### src/design/pdc_pkg.sv
package pdc_pkg;
   // register map
   localparam logic [7:0] PDC_CTRL_OFFSET   = 8'h10;
   localparam logic [7:0] PDC_STATUS_OFFSET = 8'h14;
   localparam logic [31:0] PDC_CTRL_RESET   = 32'h0000_0000;
   // control field positions
   localparam int PDC_CPU_CLK_BIT  = 0;
   localparam int PDC_FAB_CLK_BIT  = 1;
   localparam int PDC_OSC_BIT      = 2;
   localparam int PDC_PIN_BIT      = 3;
   localparam int PDC_REQ_BIT      = 4;
   localparam int PDC_POWER_ON_RESET_DISABLE  = 5;
   localparam int PDC_CTRL_WIDTH   = 6;
   // status field positions
   localparam int PDC_ST_ACTIVE_BIT = 0;
   localparam int PDC_ST_WAKE_BIT   = 1;
   localparam int PDC_ST_APPLICATION_RESET_SIDEBAND_BIT = 2;
   // interrupt sources: three fabric lines plus the system interrupt
   localparam int PDC_IRQ_LINES = 4;
endpackage : pdc_pkg

### src/design/pdc_ctrl_if.sv
`timescale 1ns/1ns
// control fields passed from the register file to the gating logic
interface pdc_ctrl_if;
   logic req;
   logic por_dis;
   logic pin_sel;
   logic osc_sel;
   logic fab_sel;
   logic cpu_sel;
   logic wake;
   modport regs (output req, output por_dis, output pin_sel, output osc_sel,
                 output fab_sel, output cpu_sel, input wake);
   modport gate (input req, input por_dis, input pin_sel, input osc_sel,
                 input fab_sel, input cpu_sel, output wake);
endinterface : pdc_ctrl_if

### src/design/pdc_gate.sv
`timescale 1ns/1ns
// combines request and selects into shutdown levels; no sequencing
module pdc_gate
   import pdc_pkg::*;
(
   pdc_ctrl_if.gate            c,
   input  wire logic [PDC_IRQ_LINES-1:0] irq,
   output logic                stop_osc,
   output logic                stop_pins,
   output logic                stop_fab,
   output logic                stop_cpu,
   output logic                por_off
);
   // any interrupt line asks to wake
   assign c.wake    = |irq;
   // a select acts only while the request is set; clearing it re-enables all
   assign stop_osc  = c.req & c.osc_sel;
   assign stop_pins = c.req & c.pin_sel;
   assign stop_fab  = c.req & c.fab_sel;
   assign stop_cpu  = c.req & c.cpu_sel;
   assign por_off   = c.por_dis;
endmodule : pdc_gate

### src/design/pdc_top.sv
// The APB interface to the registers was decided locally.
`timescale 1ns/1ns
// How it works
// - bit 4 of the control register requests power-down, zero keeps the device active.
// - a set request shuts the selected circuits down at once with no sequencing.
// - a select bit turns its circuit off only during power-down.
// - bit 5 disables the power-on-reset circuit.
// - bit 3 selects the design-time chosen pins for shutdown in power-down.
// - bit 2 stops the ring oscillator in power-down.
// - bit 1 blocks the bus clock to the fabric in power-down.
// - bit 0 blocks the bus clock to the processor and system bus in power-down.
// - system reset clears the whole control register.
// - any interrupt clears the request bit asynchronously without a clock.
// - clearing the request re-enables every selected circuit.
// - the application reset sideband resets the system and the control register.
// - turning off the memory subsystem issues self-refresh then powers it down.
module pdc_top
   import pdc_pkg::*;
(
   // clock, reset, enable
   input  wire logic        pclk,
   input  wire logic        presetn,
   input  wire logic        clk_en,
   // apb slave
   input  wire logic        psel,
   input  wire logic        penable,
   input  wire logic        pwrite,
   input  wire logic [7:0]  paddr,
   input  wire logic [31:0] pwdata,
   output logic [31:0]      prdata,
   output logic             pready,
   output logic             pslverr,
   // wake and reset sources
   input  wire logic [2:0]  fabric_irq,
   input  wire logic        system_irq,
   input  wire logic        application_reset_sideband,
   // memory subsystem off request from its own control logic
   input  wire logic        sdram_off_req,
   // shutdown controls
   output logic             ring_osc_stop,
   output logic             pin_shutdown,
   output logic             fabric_clock_gate,
   output logic             cpu_clock_gate,
   output logic             por_disable,
   output logic             system_reset_n,
   output logic             sdram_self_refresh,
   output logic             sdram_power_down
);
   // wake path: interrupts act directly on the request flop, unsynchronised on purpose
   pdc_ctrl_if c ();
   logic [PDC_IRQ_LINES-1:0] irq_all;
   logic stop_osc, stop_pins, stop_fab, stop_cpu, por_off;
   assign irq_all = {system_irq, fabric_irq};

   pdc_gate u_gate (
      .c         (c),
      .irq       (irq_all),
      .stop_osc  (stop_osc),
      .stop_pins (stop_pins),
      .stop_fab  (stop_fab),
      .stop_cpu  (stop_cpu),
      .por_off   (por_off)
   );

   // reset sideband from the fabric: two-stage sync, then a held system reset
   logic app_s1_reg, app_s2_reg;
   logic application_reset_sideband_flag_reg;
   always_ff @(posedge pclk or negedge presetn) begin
      if (!presetn) begin
         app_s1_reg <= 1'b0;
         app_s2_reg <= 1'b0;
      end else if (clk_en) begin
         app_s1_reg <= application_reset_sideband;
         app_s2_reg <= app_s1_reg;
      end
   end

   // combined reset for the control register: pin reset or fabric reset
   logic sys_rst_n;
   assign sys_rst_n = presetn & ~app_s2_reg;

   // apb decode
   logic wr_ctrl, rd_hit, acc;
   assign acc     = psel & penable;
   assign wr_ctrl = acc & pwrite & (paddr == PDC_CTRL_OFFSET);
   assign rd_hit  = (paddr == PDC_CTRL_OFFSET) | (paddr == PDC_STATUS_OFFSET);

   // select bits: plain flops cleared by any system reset
   logic [PDC_CTRL_WIDTH-1:0] sel_reg, sel_next;
   assign sel_next = wr_ctrl ? pwdata[PDC_CTRL_WIDTH-1:0] : sel_reg;
   always_ff @(posedge pclk or negedge sys_rst_n) begin
      if (!sys_rst_n)
         sel_reg <= PDC_CTRL_RESET[PDC_CTRL_WIDTH-1:0];
      else if (clk_en)
         sel_reg <= sel_next;
   end

   // request flop: wake clears it without a clock, writes set it
   logic req_rst_n, req_reg;
   assign req_rst_n = sys_rst_n & ~c.wake;
   always_ff @(posedge pclk or negedge req_rst_n) begin
      if (!req_rst_n)
         req_reg <= 1'b0;
      else if (clk_en && wr_ctrl)
         req_reg <= pwdata[PDC_REQ_BIT];
   end

   assign c.req     = req_reg;
   assign c.por_dis = sel_reg[PDC_POWER_ON_RESET_DISABLE];
   assign c.pin_sel = sel_reg[PDC_PIN_BIT];
   assign c.osc_sel = sel_reg[PDC_OSC_BIT];
   assign c.fab_sel = sel_reg[PDC_FAB_CLK_BIT];
   assign c.cpu_sel = sel_reg[PDC_CPU_CLK_BIT];

   // wake lines synchronised for the status flag only; the request itself is
   // cleared by the raw lines because the bus clock may be stopped by then
   logic wake_s1_reg, wake_s2_reg;
   always_ff @(posedge pclk or negedge presetn) begin
      if (!presetn) begin
         wake_s1_reg <= 1'b0;
         wake_s2_reg <= 1'b0;
      end else if (clk_en) begin
         wake_s1_reg <= c.wake;
         wake_s2_reg <= wake_s1_reg;
      end
   end

   // remembers that power-down was requested until the synchronised wake is seen;
   // the request flop itself is already cleared when that happens
   logic armed_reg, armed_next, wr_clear_req;
   assign wr_clear_req = wr_ctrl & ~pwdata[PDC_REQ_BIT];
   assign armed_next   = ~wr_clear_req & (req_reg | (armed_reg & ~wake_s2_reg));
   always_ff @(posedge pclk or negedge sys_rst_n) begin
      if (!sys_rst_n)
         armed_reg <= 1'b0;
      else if (clk_en)
         armed_reg <= armed_next;
   end

   // wake-seen and app-reset sticky flags, cleared by writing ones to status
   logic wake_flag_reg;
   logic wr_status;
   assign wr_status = acc & pwrite & (paddr == PDC_STATUS_OFFSET);
   always_ff @(posedge pclk or negedge presetn) begin
      if (!presetn) begin
         wake_flag_reg   <= 1'b0;
         application_reset_sideband_flag_reg <= 1'b0;
      end else if (clk_en) begin
         // set wins over clear
         wake_flag_reg   <= (armed_reg & wake_s2_reg) |
                            (wake_flag_reg & ~(wr_status & pwdata[PDC_ST_WAKE_BIT]));
         application_reset_sideband_flag_reg <= app_s2_reg |
                            (application_reset_sideband_flag_reg & ~(wr_status & pwdata[PDC_ST_APPLICATION_RESET_SIDEBAND_BIT]));
      end
   end

   // read mux; reserved bits are zero
   logic [31:0] rd_mux;
   assign rd_mux = (paddr == PDC_CTRL_OFFSET)
                 ? {26'h0, sel_reg[PDC_POWER_ON_RESET_DISABLE], req_reg,
                    sel_reg[PDC_PIN_BIT:PDC_CPU_CLK_BIT]}
                 : (paddr == PDC_STATUS_OFFSET)
                 ? {29'h0, application_reset_sideband_flag_reg, wake_flag_reg, req_reg}
                 : 32'h0;

   // apb answer one cycle after the setup, so every access completes without a wait state
   always_ff @(posedge pclk or negedge presetn) begin
      if (!presetn) begin
         prdata  <= 32'h0;
         pready  <= 1'b0;
         pslverr <= 1'b0;
      end else if (clk_en) begin
         pready  <= psel & ~penable;
         pslverr <= psel & ~penable & ~rd_hit;
         prdata  <= (psel & ~penable & ~pwrite) ? rd_mux : 32'h0;
      end
   end

   // memory subsystem off: self-refresh first, power-down the cycle after
   logic sr_reg;
   always_ff @(posedge pclk or negedge sys_rst_n) begin
      if (!sys_rst_n) begin
         sr_reg             <= 1'b0;
         sdram_self_refresh <= 1'b0;
         sdram_power_down   <= 1'b0;
      end else if (clk_en) begin
         sr_reg             <= sdram_off_req;
         sdram_self_refresh <= sdram_off_req & ~sr_reg;
         sdram_power_down   <= sdram_off_req & sr_reg;
      end
   end

   // a write decides the new levels itself, so clearing the request releases
   // every circuit at that same edge instead of one cycle later
   logic [3:0] stop_now, stop_next;
   assign stop_now  = {stop_pins, stop_osc, stop_fab, stop_cpu};
   assign stop_next = wr_ctrl
                    ? ({4{pwdata[PDC_REQ_BIT]}} & pwdata[PDC_PIN_BIT:PDC_CPU_CLK_BIT])
                    : stop_now;

   // shutdown outputs: registered, but cleared with the request flop so a wake
   // releases them at once even though the bus clock itself may be stopped
   always_ff @(posedge pclk or negedge req_rst_n) begin
      if (!req_rst_n) begin
         ring_osc_stop     <= 1'b0;
         pin_shutdown      <= 1'b0;
         fabric_clock_gate <= 1'b0;
         cpu_clock_gate    <= 1'b0;
      end else if (clk_en) begin
         ring_osc_stop     <= stop_next[PDC_OSC_BIT];
         pin_shutdown      <= stop_next[PDC_PIN_BIT];
         fabric_clock_gate <= stop_next[PDC_FAB_CLK_BIT];
         cpu_clock_gate    <= stop_next[PDC_CPU_CLK_BIT];
      end
   end

   // por disable and system reset outputs
   always_ff @(posedge pclk or negedge sys_rst_n) begin
      if (!sys_rst_n)
         por_disable <= 1'b0;
      else if (clk_en)
         por_disable <= wr_ctrl ? pwdata[PDC_POWER_ON_RESET_DISABLE] : por_off;
   end
   always_ff @(posedge pclk or negedge presetn) begin
      if (!presetn)
         system_reset_n <= 1'b0;
      else if (clk_en)
         system_reset_n <= ~app_s2_reg;
   end

   // assertions
   a_req_write_sets: assert property (@(posedge pclk) disable iff (!sys_rst_n)
      clk_en && wr_ctrl && pwdata[PDC_REQ_BIT] && !c.wake ##1 !c.wake |-> req_reg)
      else $error("request not set by write");
   a_osc_follows: assert property (@(posedge pclk) disable iff (!req_rst_n)
      clk_en && stop_osc && !wr_ctrl |=> ring_osc_stop)
      else $error("ring oscillator not stopped");
   a_pin_gated: assert property (@(posedge pclk) disable iff (!presetn)
      pin_shutdown |-> $past(req_reg) || $past(wr_ctrl))
      else $error("pins shut without request");
   a_fab_follows: assert property (@(posedge pclk) disable iff (!req_rst_n)
      clk_en && stop_fab && !wr_ctrl |=> fabric_clock_gate)
      else $error("fabric clock not gated");
   a_cpu_follows: assert property (@(posedge pclk) disable iff (!req_rst_n)
      clk_en && stop_cpu && !wr_ctrl |=> cpu_clock_gate)
      else $error("cpu clock not gated");
   a_wake_clears: assert property (@(posedge pclk) disable iff (!presetn)
      c.wake |-> !req_reg && !cpu_clock_gate)
      else $error("wake did not clear request");
   a_application_reset_sideband_clears: assert property (@(posedge pclk) disable iff (!presetn)
      app_s2_reg |-> sel_reg == '0 && !req_reg)
      else $error("fabric reset left control set");
   a_reserved_zero: assert property (@(posedge pclk) disable iff (!presetn)
      paddr == PDC_CTRL_OFFSET |-> rd_mux[31:PDC_CTRL_WIDTH] == '0)
      else $error("reserved bits not zero");
   a_por_follows: assert property (@(posedge pclk) disable iff (!sys_rst_n)
      clk_en && !wr_ctrl ##1 clk_en |-> por_disable == $past(c.por_dis))
      else $error("por disable wrong");
   a_sr_first: assert property (@(posedge pclk) disable iff (!sys_rst_n)
      clk_en && sdram_off_req && !sr_reg ##1 clk_en && sdram_off_req
      |-> sdram_self_refresh ##1 sdram_power_down)
      else $error("self refresh not issued first");
   a_clear_releases: assert property (@(posedge pclk) disable iff (!sys_rst_n)
      clk_en && wr_ctrl && !pwdata[PDC_REQ_BIT]
      |=> !ring_osc_stop && !pin_shutdown && !fabric_clock_gate && !cpu_clock_gate)
      else $error("clearing the request left a circuit off");
   a_wake_flagged: assert property (@(posedge pclk) disable iff (!presetn)
      clk_en && armed_reg && wake_s2_reg |=> wake_flag_reg)
      else $error("wake from power-down not flagged");
endmodule : pdc_top

### config.mk
export PLATFORM = sky130hd
export DESIGN_NAME = pdc_top
export DESIGN_NICKNAME = d
export VERILOG_FILES = /design/src/design/pdc_pkg.sv /design/src/design/pdc_ctrl_if.sv /design/src/design/pdc_gate.sv /design/src/design/pdc_top.sv
export SDC_FILE = /design/constraint.sdc
export NUM_CORES = 1
export LEC_CHECK = 0
export BUFFER_PORTS_ARGS = -buffer_cell sky130_fd_sc_hd__clkbuf_2
export CORE_MARGIN = 3
export CORE_UTILIZATION = 30
export DETAILED_ROUTE_END_ITERATION = 16
export PLACE_DENSITY = 0.57
export SLEW_MARGIN = 20
export SYNTH_ARGS = -nofsm -noshare
export SYNTH_HDL_FRONTEND = slang
export SYNTH_HIERARCHICAL = 1
export SYNTH_SLANG_ARGS = --single-unit
### constraint.sdc
create_clock -name pclk -period 1.95 [get_ports pclk]
set_input_delay 0.195 -clock pclk [delete_from_list [all_inputs] [get_ports pclk]]
set_output_delay 0.195 -clock pclk [all_outputs]
set_load 0.03 [all_outputs]
==> results of run 1 <==
-- cell type report --
class | count | area [sq um] | share of cell area (%)
clock buffer | 7 | 86.3 | 4.54
clock inverter | 1 | 5.00 | 0.263
inverter | 13 | 48.8 | 2.56
multi-input combinational | 103 | 661 | 34.7
sequential | 30 | 751 | 39.4
tap | 67 | 83.8 | 4.40
timing repair buffer | 49 | 268 | 14.1
-- what timing repair did --
| action | CTS | global route |
|---|---|---|
| hold endpoints to repair | 15 | 0 |
| gates resized for setup | 0 | 0 |
| hold buffers | 1 | 0 |
-- logic make-up after synthesis --
logic type | count (synthesis) | share of synthesized area [%]
other | 1 | 0.235
multiplexers | 14 | 11.0
buffers and inverters | 46 | 17.3
flip-flops | 30 | 47.1
AND/OR/NAND/NOR | 46 | 17.9
AO/OA/AOI/OAI | 17 | 6.44
-- how the worst min path moves through the flow --
stage	endpoint	depth (start not counted)	slack, ps	startpoint
4_1_cts	app_s1_reg$_DFFE_PN0P_	2	140	application_reset_sideband
3_3_place_gp	system_reset_n$_DFFE_PN0P_	2	200	presetn
5_1_grt	app_s1_reg$_DFFE_PN0P_	2	160	application_reset_sideband
6_report	app_s1_reg$_DFFE_PN0P_	2	150	application_reset_sideband
2_1_floorplan	app_s1_reg$_DFFE_PN0P_	0	-100	presetn
3_5_place_dp	application_reset_sideband_flag_reg$_DFFE_PN0P_	2	200	presetn
-- report_power, final --
group,internal [W],leakage [nW],switching [W]
Sequential,0.000649,0.386,0.0000154
Combinational,0.0000643,0.528,0.000158
Clock,0.000284,0.0482,0.000226
Total,0.000998,0.961,0.000400
-- metrics by stage --
| stage | cell area [sq um] | cells |
|---|---|---|
| global placement | 1800 | 261 |
| finish | 1900 | 270 |
| floorplan | 1690 | 179 |
| detailed placement | 1800 | 261 |
| global route | 1900 | 270 |
| CTS | 1900 | 270 |
-- cell usage in the layout (no fill, tap or decap), types with 2 or more instances in the layout --
cell type,count
nand2b_1,4
nor2b_1,2
nand4_1,4
o21ai_0,7
dfrtp_1,30
clkbuf_2,41
or4_1,2
buf_4,7
inv_1,13
clkbuf_8,6
and2_1,4
nand2_1,10
mux2_2,4
nor4_1,2
nand3_1,9
mux2i_1,4
conb_1,26
mux2_4,6
nor2_1,2
or3_2,2
o22ai_1,6
-- per-layer routing --
layer	track usage (%)	up-vias	wire length (um)
li1	-	570	-
met1	14.2	509	1510
met2	16.6	36	1550
met3	3.40	4	179
met4	3.78	0	32
met5	0	-	0
-- worst register-to-register path, cell delays in order, from the launching register on --
cell,delay [ps]
dfrtp_1,460
nand2_1,90
o21ai_0,70
o21ai_1,70
o21ai_0,100
==> impl_metrics.json, run 1 <==
{
  "cts-root-buf": "clkbuf_8",
  "syn_area_per_cell_sq_um": 10.4,
  "r2r_setup_slack_ps": 1030,
  "rsz0062_at_grt": "false",
  "synth_cells": 154,
  "fin_util_pct": 38.8,
  "critPathKind": "input port to flop",
  "worst-path-stages": 5,
  "crit_family": "simple AND/OR/NAND/NOR gates",
  "cp_max_fo": 6,
  "post-place-ws_ps": 22.0,
  "crit_arrival_ps": 1800,
  "setup_ws_ps": 298,
  "yosysSeqAreaShare_pct": 47.1,
  "drt.antenna.violating_nets": 0,
  "p_per_area_nw_per_um2": 734,
  "leakage_nw": 0.961,
  "antenna_found_initial": 0,
  "worstReg2RegEnd": "armed_reg$_DFFE_PN0P_",
  "wirelength_um": 3270,
  "post-route-drc-count": 0,
  "timing.setup.tns_ps": 0,
  "synth_edf_count": 0,
  "wl_per_cell_um": 12.1,
  "required_ps": 2100,
  "total_power_w": 0.00140,
  "ir_drop_mv": 0.246,
  "finalSetupViolCount": 0,
  "cts_buffer_depth": 2,
  "maxSlewViolCount": 0,
  "hold_viol_final": 0,
  "vias": 1119,
  "grt_max_degree": 19,
  "ys_async_sr_fraction_pct": 100,
  "nets": 254,
  "path_cells": "clkbuf_2 -> or4b_4 -> or4_1 -> o21ai_1 -> o21ai_0",
  "critPathCaptureType": "flop",
  "synth_commonest_cells": "dfrtp_1, buf_4, inv_1, nand2_1, nand3_1",
  "yosys_warnings": 6,
  "fillCellCount": 526,
  "largest_register_ffs": 6,
  "cp-startpoint": "paddr[0]",
  "yosys.area.top_type": "dfrtp_1",
  "synth_cell_types": 31,
  "crit_end": "armed_reg$_DFFE_PN0P_",
  "grt.total_usage_pct": 10.8,
  "fin_crit_ps": 1650,
  "coreArea_sq_um": 4910,
  "cts_tree": "built",
  "regToRegStartpoint": "c.req$_DFFE_PN0P_",
  "gp_congestion": 0.699,
  "finalCritPeriodShare_pct": 84.7,
  "first_pass_iters": 4,
  "grt_pass1_wl_um": 5150,
  "synth_top_cell_area_share_pct": 47.1,
  "port_buffers": 41,
  "hold_path.class": "input port to flop",
  "via_per_inst": 4.14,
  "synth.area.top_cells": "dfrtp_1, buf_4, mux2_4",
  "syn2layout_area_growth_pct": 19.4,
  "fp-row-count": 25,
  "cp_num_buf_inv": 1,
  "synth-seq-cells": 30,
  "outcome": "finished, final reports clean",
  "max_cap_violations": 0,
  "synth_flop_cell": "dfrtp_1",
  "io_pins": 94,
  "dpl.hpwl_um": 2580,
  "cpMaxStageDelayCell": "or4_1",
  "numCtsBuffers": 5,
  "layout-drive-gt1-share_pct": 34.5,
  "die-area_sq_um": 6220,
  "rr_worst_depth": 4,
  "drt-initial-drc-count": 33,
  "skew_ps": 3.08,
  "slowest_delay_ps": 680,
  "clock-sinks": 30,
  "cts.clk_slew.worst_paths_ps": 60,
  "timing.fmax_ghz": 0.605,
  "initial_utilization_pct": 32.5,
  "die_h_um": 78.9,
  "yosysMostFrequentCell": "dfrtp_1",
  "grt-ovfl-total": 0,
  "syn_area_sq_um": 1590,
  "holdWs_ps": 151,
  "clock_latency_ps": 270,
  "diodes": 0,
  "critPathLaunchType": "input port",
  "postCtsSetupBuffers": 0,
  "die_x_um": 78.9,
  "cts_max_level": 2,
  "grt_pass1_vias": 1075
}
Power figures use the tool's default switching activity.
==> inputs of run 2 (changes only) <==
clock period = 1.71 ns   (was 1.95 ns; I/O delays follow)
==> impl_metrics.json, run 2 (same netlist as run 1, synthesis figures left out) <==
{
  "nets": 255,
  "timing.setup.tns_ps": 0,
  "grt_pass1_wl_um": 5360,
  "maxSlewViolCount": 0,
  "drt-initial-drc-count": 36,
  "hold_path.class": "input port to flop",
  "slowest_delay_ps": 660,
  "cp_max_fo": 6,
  "grt_pass1_vias": 1116,
  "wirelength_um": 3280,
  "layout_commonest_cell": "clkbuf_2",
  "cts-root-buf": "clkbuf_8",
  "diodes": 0,
  "max_slew_margin_pct": 66.2,
  "dpl.hpwl_um": 2530,
  "path_cells": "clkbuf_2 -> or4b_4 -> or4_1 -> o21ai_1 -> o21ai_0",
  "io_pins": 94,
  "design_area_sq_um": 1910,
  "finalSetupViolCount": 0,
  "hold_viol_final": 0,
  "timing.fmax_ghz": 0.642,
  "via_per_inst": 4.15,
  "critPathKind": "input port to flop",
  "crit_arrival_ps": 1720,
  "grt-ovfl-total": 0,
  "skew_ps": 8.12,
  "cts_buffer_depth": 2,
  "drt.antenna.violating_nets": 0,
  "grt.total_usage_pct": 11.4,
  "place_inst": 262,
  "cpMaxStageDelayCell": "or4_1",
  "die-area_sq_um": 6220,
  "ir_drop_mv": 0.259,
  "die_x_um": 78.9,
  "post-route-drc-count": 0,
  "fp-row-count": 25,
  "fillCellCount": 533,
  "critPathCaptureType": "flop",
  "coreArea_sq_um": 4910,
  "antenna_found_initial": 0,
  "postPlaceCellArea_sq_um": 1810,
  "initial_utilization_pct": 32.5,
  "multiInputGateArea_sq_um": 661,
  "port_buffers": 41,
  "clock-sinks": 30,
  "fin_crit_ps": 1560,
  "rsz0062_at_grt": "false",
  "required_ps": 1870,
  "holdWs_ps": 117,
  "critPathLaunchType": "input port",
  "layout-drive-gt1-share_pct": 34.8,
  "numCtsBuffers": 5,
  "finalCritPeriodShare_pct": 91.1,
  "most-common-layout-cells": "clkbuf_2, dfrtp_1, conb_1",
  "gp_congestion": 0.707,
  "cts.clk_slew.worst_paths_ps": 70,
  "tightest_slew_ps": 506,
  "first_pass_iters": 4,
  "leakage_nw": 0.967,
  "clock_latency_ps": 290,
  "regArea_sq_um": 751,
  "fin_cells": 271,
  "largest_register_ffs": 6,
  "cts_tree": "built",
  "p_per_area_nw_per_um2": 839,
  "vias": 1126,
  "outcome": "finished, final reports clean",
  "grt_max_degree": 35,
  "max_cap_violations": 0,
  "cts_max_level": 2,
  "syn2layout_area_growth_pct": 19.9,
  "die_h_um": 78.9,
  "postCtsSetupBuffers": 0,
  "wl_per_cell_um": 12.1
}
run 2: final timing paths:
path | from | end | slack, ps | cells after the start
worst max-delay path | paddr[0] | armed_reg$_DFFE_PN0P_ | 150 | 5
worst min-delay path | application_reset_sideband | app_s1_reg$_DFFE_PN0P_ | 120 | 2
worst max register to register | app_s2_reg$_DFFE_PN0P_ | cpu_clock_gate$_DFFE_PN0P_ | 780 | 2
worst min register to register | app_s2_reg$_DFFE_PN0P_ | armed_reg$_DFFE_PN0P_ | 450 | 2
max in group asynchronous | presetn | cpu_clock_gate$_DFFE_PN0P_ | 630 | 4
min in group asynchronous | fabric_irq[2] | ring_osc_stop$_DFFE_PN0P_ | 370 | 3
run 2: layout make-up:
class,count,share of cell area [%]
Sequential cell,30,39.3
Multi-Input combinational cell,103,34.6
Timing Repair Buffer,50,14.4
Clock buffer,7,4.52
Tap cell,67,4.39
Inverter,13,2.55
Clock inverter,1,0.262
run 2: critical path: cells and delay by family:
kind,cells,cell delay (ps)
simple gates,2,1220
buf+inv,1,80
compound gates,2,250
run 2: repair_timing:
action,4_1_cts,5_1_grt
hold buffers,1,0
gates resized for setup,0,0
endpoints found under the hold margin,15,0
run 2: power by group:
part           switching (W)  internal, W  leakage (nW)
clock network       0.000270     0.000324        0.0482
logic               0.000178    0.0000718         0.534
registers          0.0000188     0.000740         0.386
total               0.000467      0.00114         0.967
run 2: routing by layer:
metal | track usage, % | part of all wire (%)
met5 | 0 | 0
met4 | 4.64 | 1.7
met3 | 5.22 | 8.7
met2 | 17.3 | 46
met1 | 14.1 | 43
run 2: per-stage QoR:
step | setup slack (ps) | power, W | util, %
final | 151 | 0.00160 | 38.9
after global routing | 57.0 | 0.00170 | 38.9
after CTS | 144 | 0.00163 | 38.9
after detailed placement | -168 | 0.00102 | 36.8
after global placement | -161 | 0.00102 | 36.8
after floorplan | 11.6 | 0.000988 | -
==> inputs of run 3 (changes only) <==
CORE_UTILIZATION = 43   (was 30)
PLACE_DENSITY = 0.77   (was 0.57)
==> impl_metrics.json, run 3 (same netlist as run 1, synthesis figures left out) <==
{
  "crit_family": "simple AND/OR/NAND/NOR gates",
  "die_h_um": 66.9,
  "first_pass_iters": 4,
  "fp-row-count": 21,
  "intPower_w": 0.00124,
  "cts_resized": 0,
  "diodes": 0,
  "io_pins": 94,
  "drt.antenna.violating_nets": 0,
  "fillCellCount": 320,
  "largest_register_ffs": 6,
  "antenna_found_initial": 0,
  "slowest_delay_ps": 660,
  "p_seq_share_pct": 44.4,
  "gp_congestion": 0.777,
  "fin_crit_ps": 1540,
  "holdWs_ps": 117,
  "cp_num_buf_inv": 1,
  "clock-sinks": 30,
  "p_clk_share_pct": 40.9,
  "die-area_sq_um": 4470,
  "wirelength_um": 3130,
  "via_per_inst": 4.71,
  "critPathCaptureType": "flop",
  "required_ps": 1860,
  "clock_latency_ps": 290,
  "skew_ps": 6.99,
  "critPathLaunchType": "input port",
  "regArea_sq_um": 751,
  "initial_utilization_pct": 46.3,
  "dpl.hpwl_um": 2350,
  "rsz0062_at_grt": "false",
  "cts.clk_slew.worst_paths_ps": 60,
  "maxSlewViolCount": 0,
  "postCtsSetupBuffers": 0,
  "drt-initial-drc-count": 22,
  "design_area_sq_um": 1910,
  "finalCritPeriodShare_pct": 90.2,
  "layout_commonest_cell": "clkbuf_2",
  "most-common-layout-cells": "clkbuf_2, dfrtp_1, conb_1",
  "hold_path.class": "input port to flop",
  "vias": 1181,
  "max_cap_violations": 0,
  "cts_buffer_depth": 2,
  "die_x_um": 66.9,
  "coreArea_sq_um": 3440,
  "nets": 256,
  "cpMaxStageDelayCell": "or4_1",
  "cts-root-buf": "clkbuf_8",
  "path_cells": "clkbuf_2 -> or4b_4 -> or4_1 -> o21ai_1 -> o21ai_0",
  "timing.setup.tns_ps": 0,
  "syn2layout_area_growth_pct": 19.8,
  "layout-drive-gt1-share_pct": 35.6,
  "outcome": "finished, final reports clean",
  "post-route-drc-count": 0,
  "port_buffers": 41,
  "multiInputGateArea_sq_um": 661,
  "cp_max_fo": 6,
  "cts_tree": "built",
  "p_per_area_nw_per_um2": 896,
  "hold_viol_final": 0,
  "grt_max_degree": 35,
  "timing.fmax_ghz": 0.648,
  "switching_power_w": 0.000469,
  "grt_pass1_wl_um": 4910,
  "power_frac_comb_pct": 14.7,
  "critPathKind": "input port to flop",
  "crit_arrival_ps": 1690,
  "swShare_pct": 27.4,
  "finalSetupViolCount": 0,
  "ir_drop_mv": 0.613,
  "grt-ovfl-total": 0,
  "cts_hold_buf": 1,
  "grt_pass1_vias": 1076,
  "leakage_nw": 0.981,
  "numCtsBuffers": 5,
  "postPlaceCellArea_sq_um": 1790,
  "cts_max_level": 2,
  "wl_per_cell_um": 12.5,
  "grt.total_usage_pct": 15.4
}
## run 3: cell types whose count changed in the layout (fill, tap and decap cells not counted), sizes merged
cell | before | now
bufinv | 0 | 1
clkinv | 1 | 2
clkbuf | 48 | 46
buf | 8 | 9
## run 3: path summary, 6_finish.rpt
path | from | to | slack, ps | depth (start not counted)
worst max-delay path | paddr[0] | armed_reg$_DFFE_PN0P_ | 170 | 5
worst min-delay path | application_reset_sideband | app_s1_reg$_DFFE_PN0P_ | 120 | 2
worst max register to register | c.req$_DFFE_PN0P_ | ring_osc_stop$_DFFE_PN0P_ | 800 | 3
worst min register to register | app_s2_reg$_DFFE_PN0P_ | sel_reg[1]$_DFFE_PN0P_ | 440 | 2
max in group asynchronous | presetn | c.req$_DFFE_PN0P_ | 780 | 4
min in group asynchronous | fabric_irq[2] | cpu_clock_gate$_DFFE_PN0P_ | 340 | 3
## run 3: worst register-to-register path: cells and delay by family (launching register included)
kind          cells  cell delay (ps)
flops             1              460
simple gates      3              330
## run 3: metal layers
| layer | GRT usage [%] | share of wire, % |
|---|---|---|
| met1 | 19.3 | 43 |
| met2 | 23.0 | 48 |
| met3 | 6.91 | 8.2 |
| met4 | 6.08 | 1.0 |
| met5 | 0 | 0 |
## run 3: area by class of cell
type / instances / area share, %
timing repair buffer: 51 / 14.8
inverter: 13 / 2.56
clock inverter: 3 / 2.10
sequential: 30 / 39.3
tap: 46 / 3.01
multi-input combinational: 103 / 34.6
clock buffer: 5 / 3.60
## run 3: stage by stage
stage / util (%) / worst slack [ps] / std cells / total power (W)
6_report: 55.5 / 167 / 251 / 0.00171
5_1_grt: 55.5 / 100 / 251 / 0.00179
4_1_cts: 55.5 / 162 / 251 / 0.00173
3_5_place_dp: 52.0 / -133 / 242 / 0.00102
3_3_place_gp: 52.0 / -120 / 242 / 0.00102
2_1_floorplan: - / 11.6 / 179 / 0.000988
## run 3: power groups by stage
stage | logic [W] | registers, W | clock network [W]
6_report | 0.000251 | 0.000760 | 0.000699
5_1_grt | 0.000275 | 0.000763 | 0.000755
4_1_cts | 0.000253 | 0.000760 | 0.000716
3_5_place_dp | 0.000251 | 0.000774 | 0
3_3_place_gp | 0.000247 | 0.000772 | 0
2_1_floorplan | 0.000190 | 0.000798 | 0
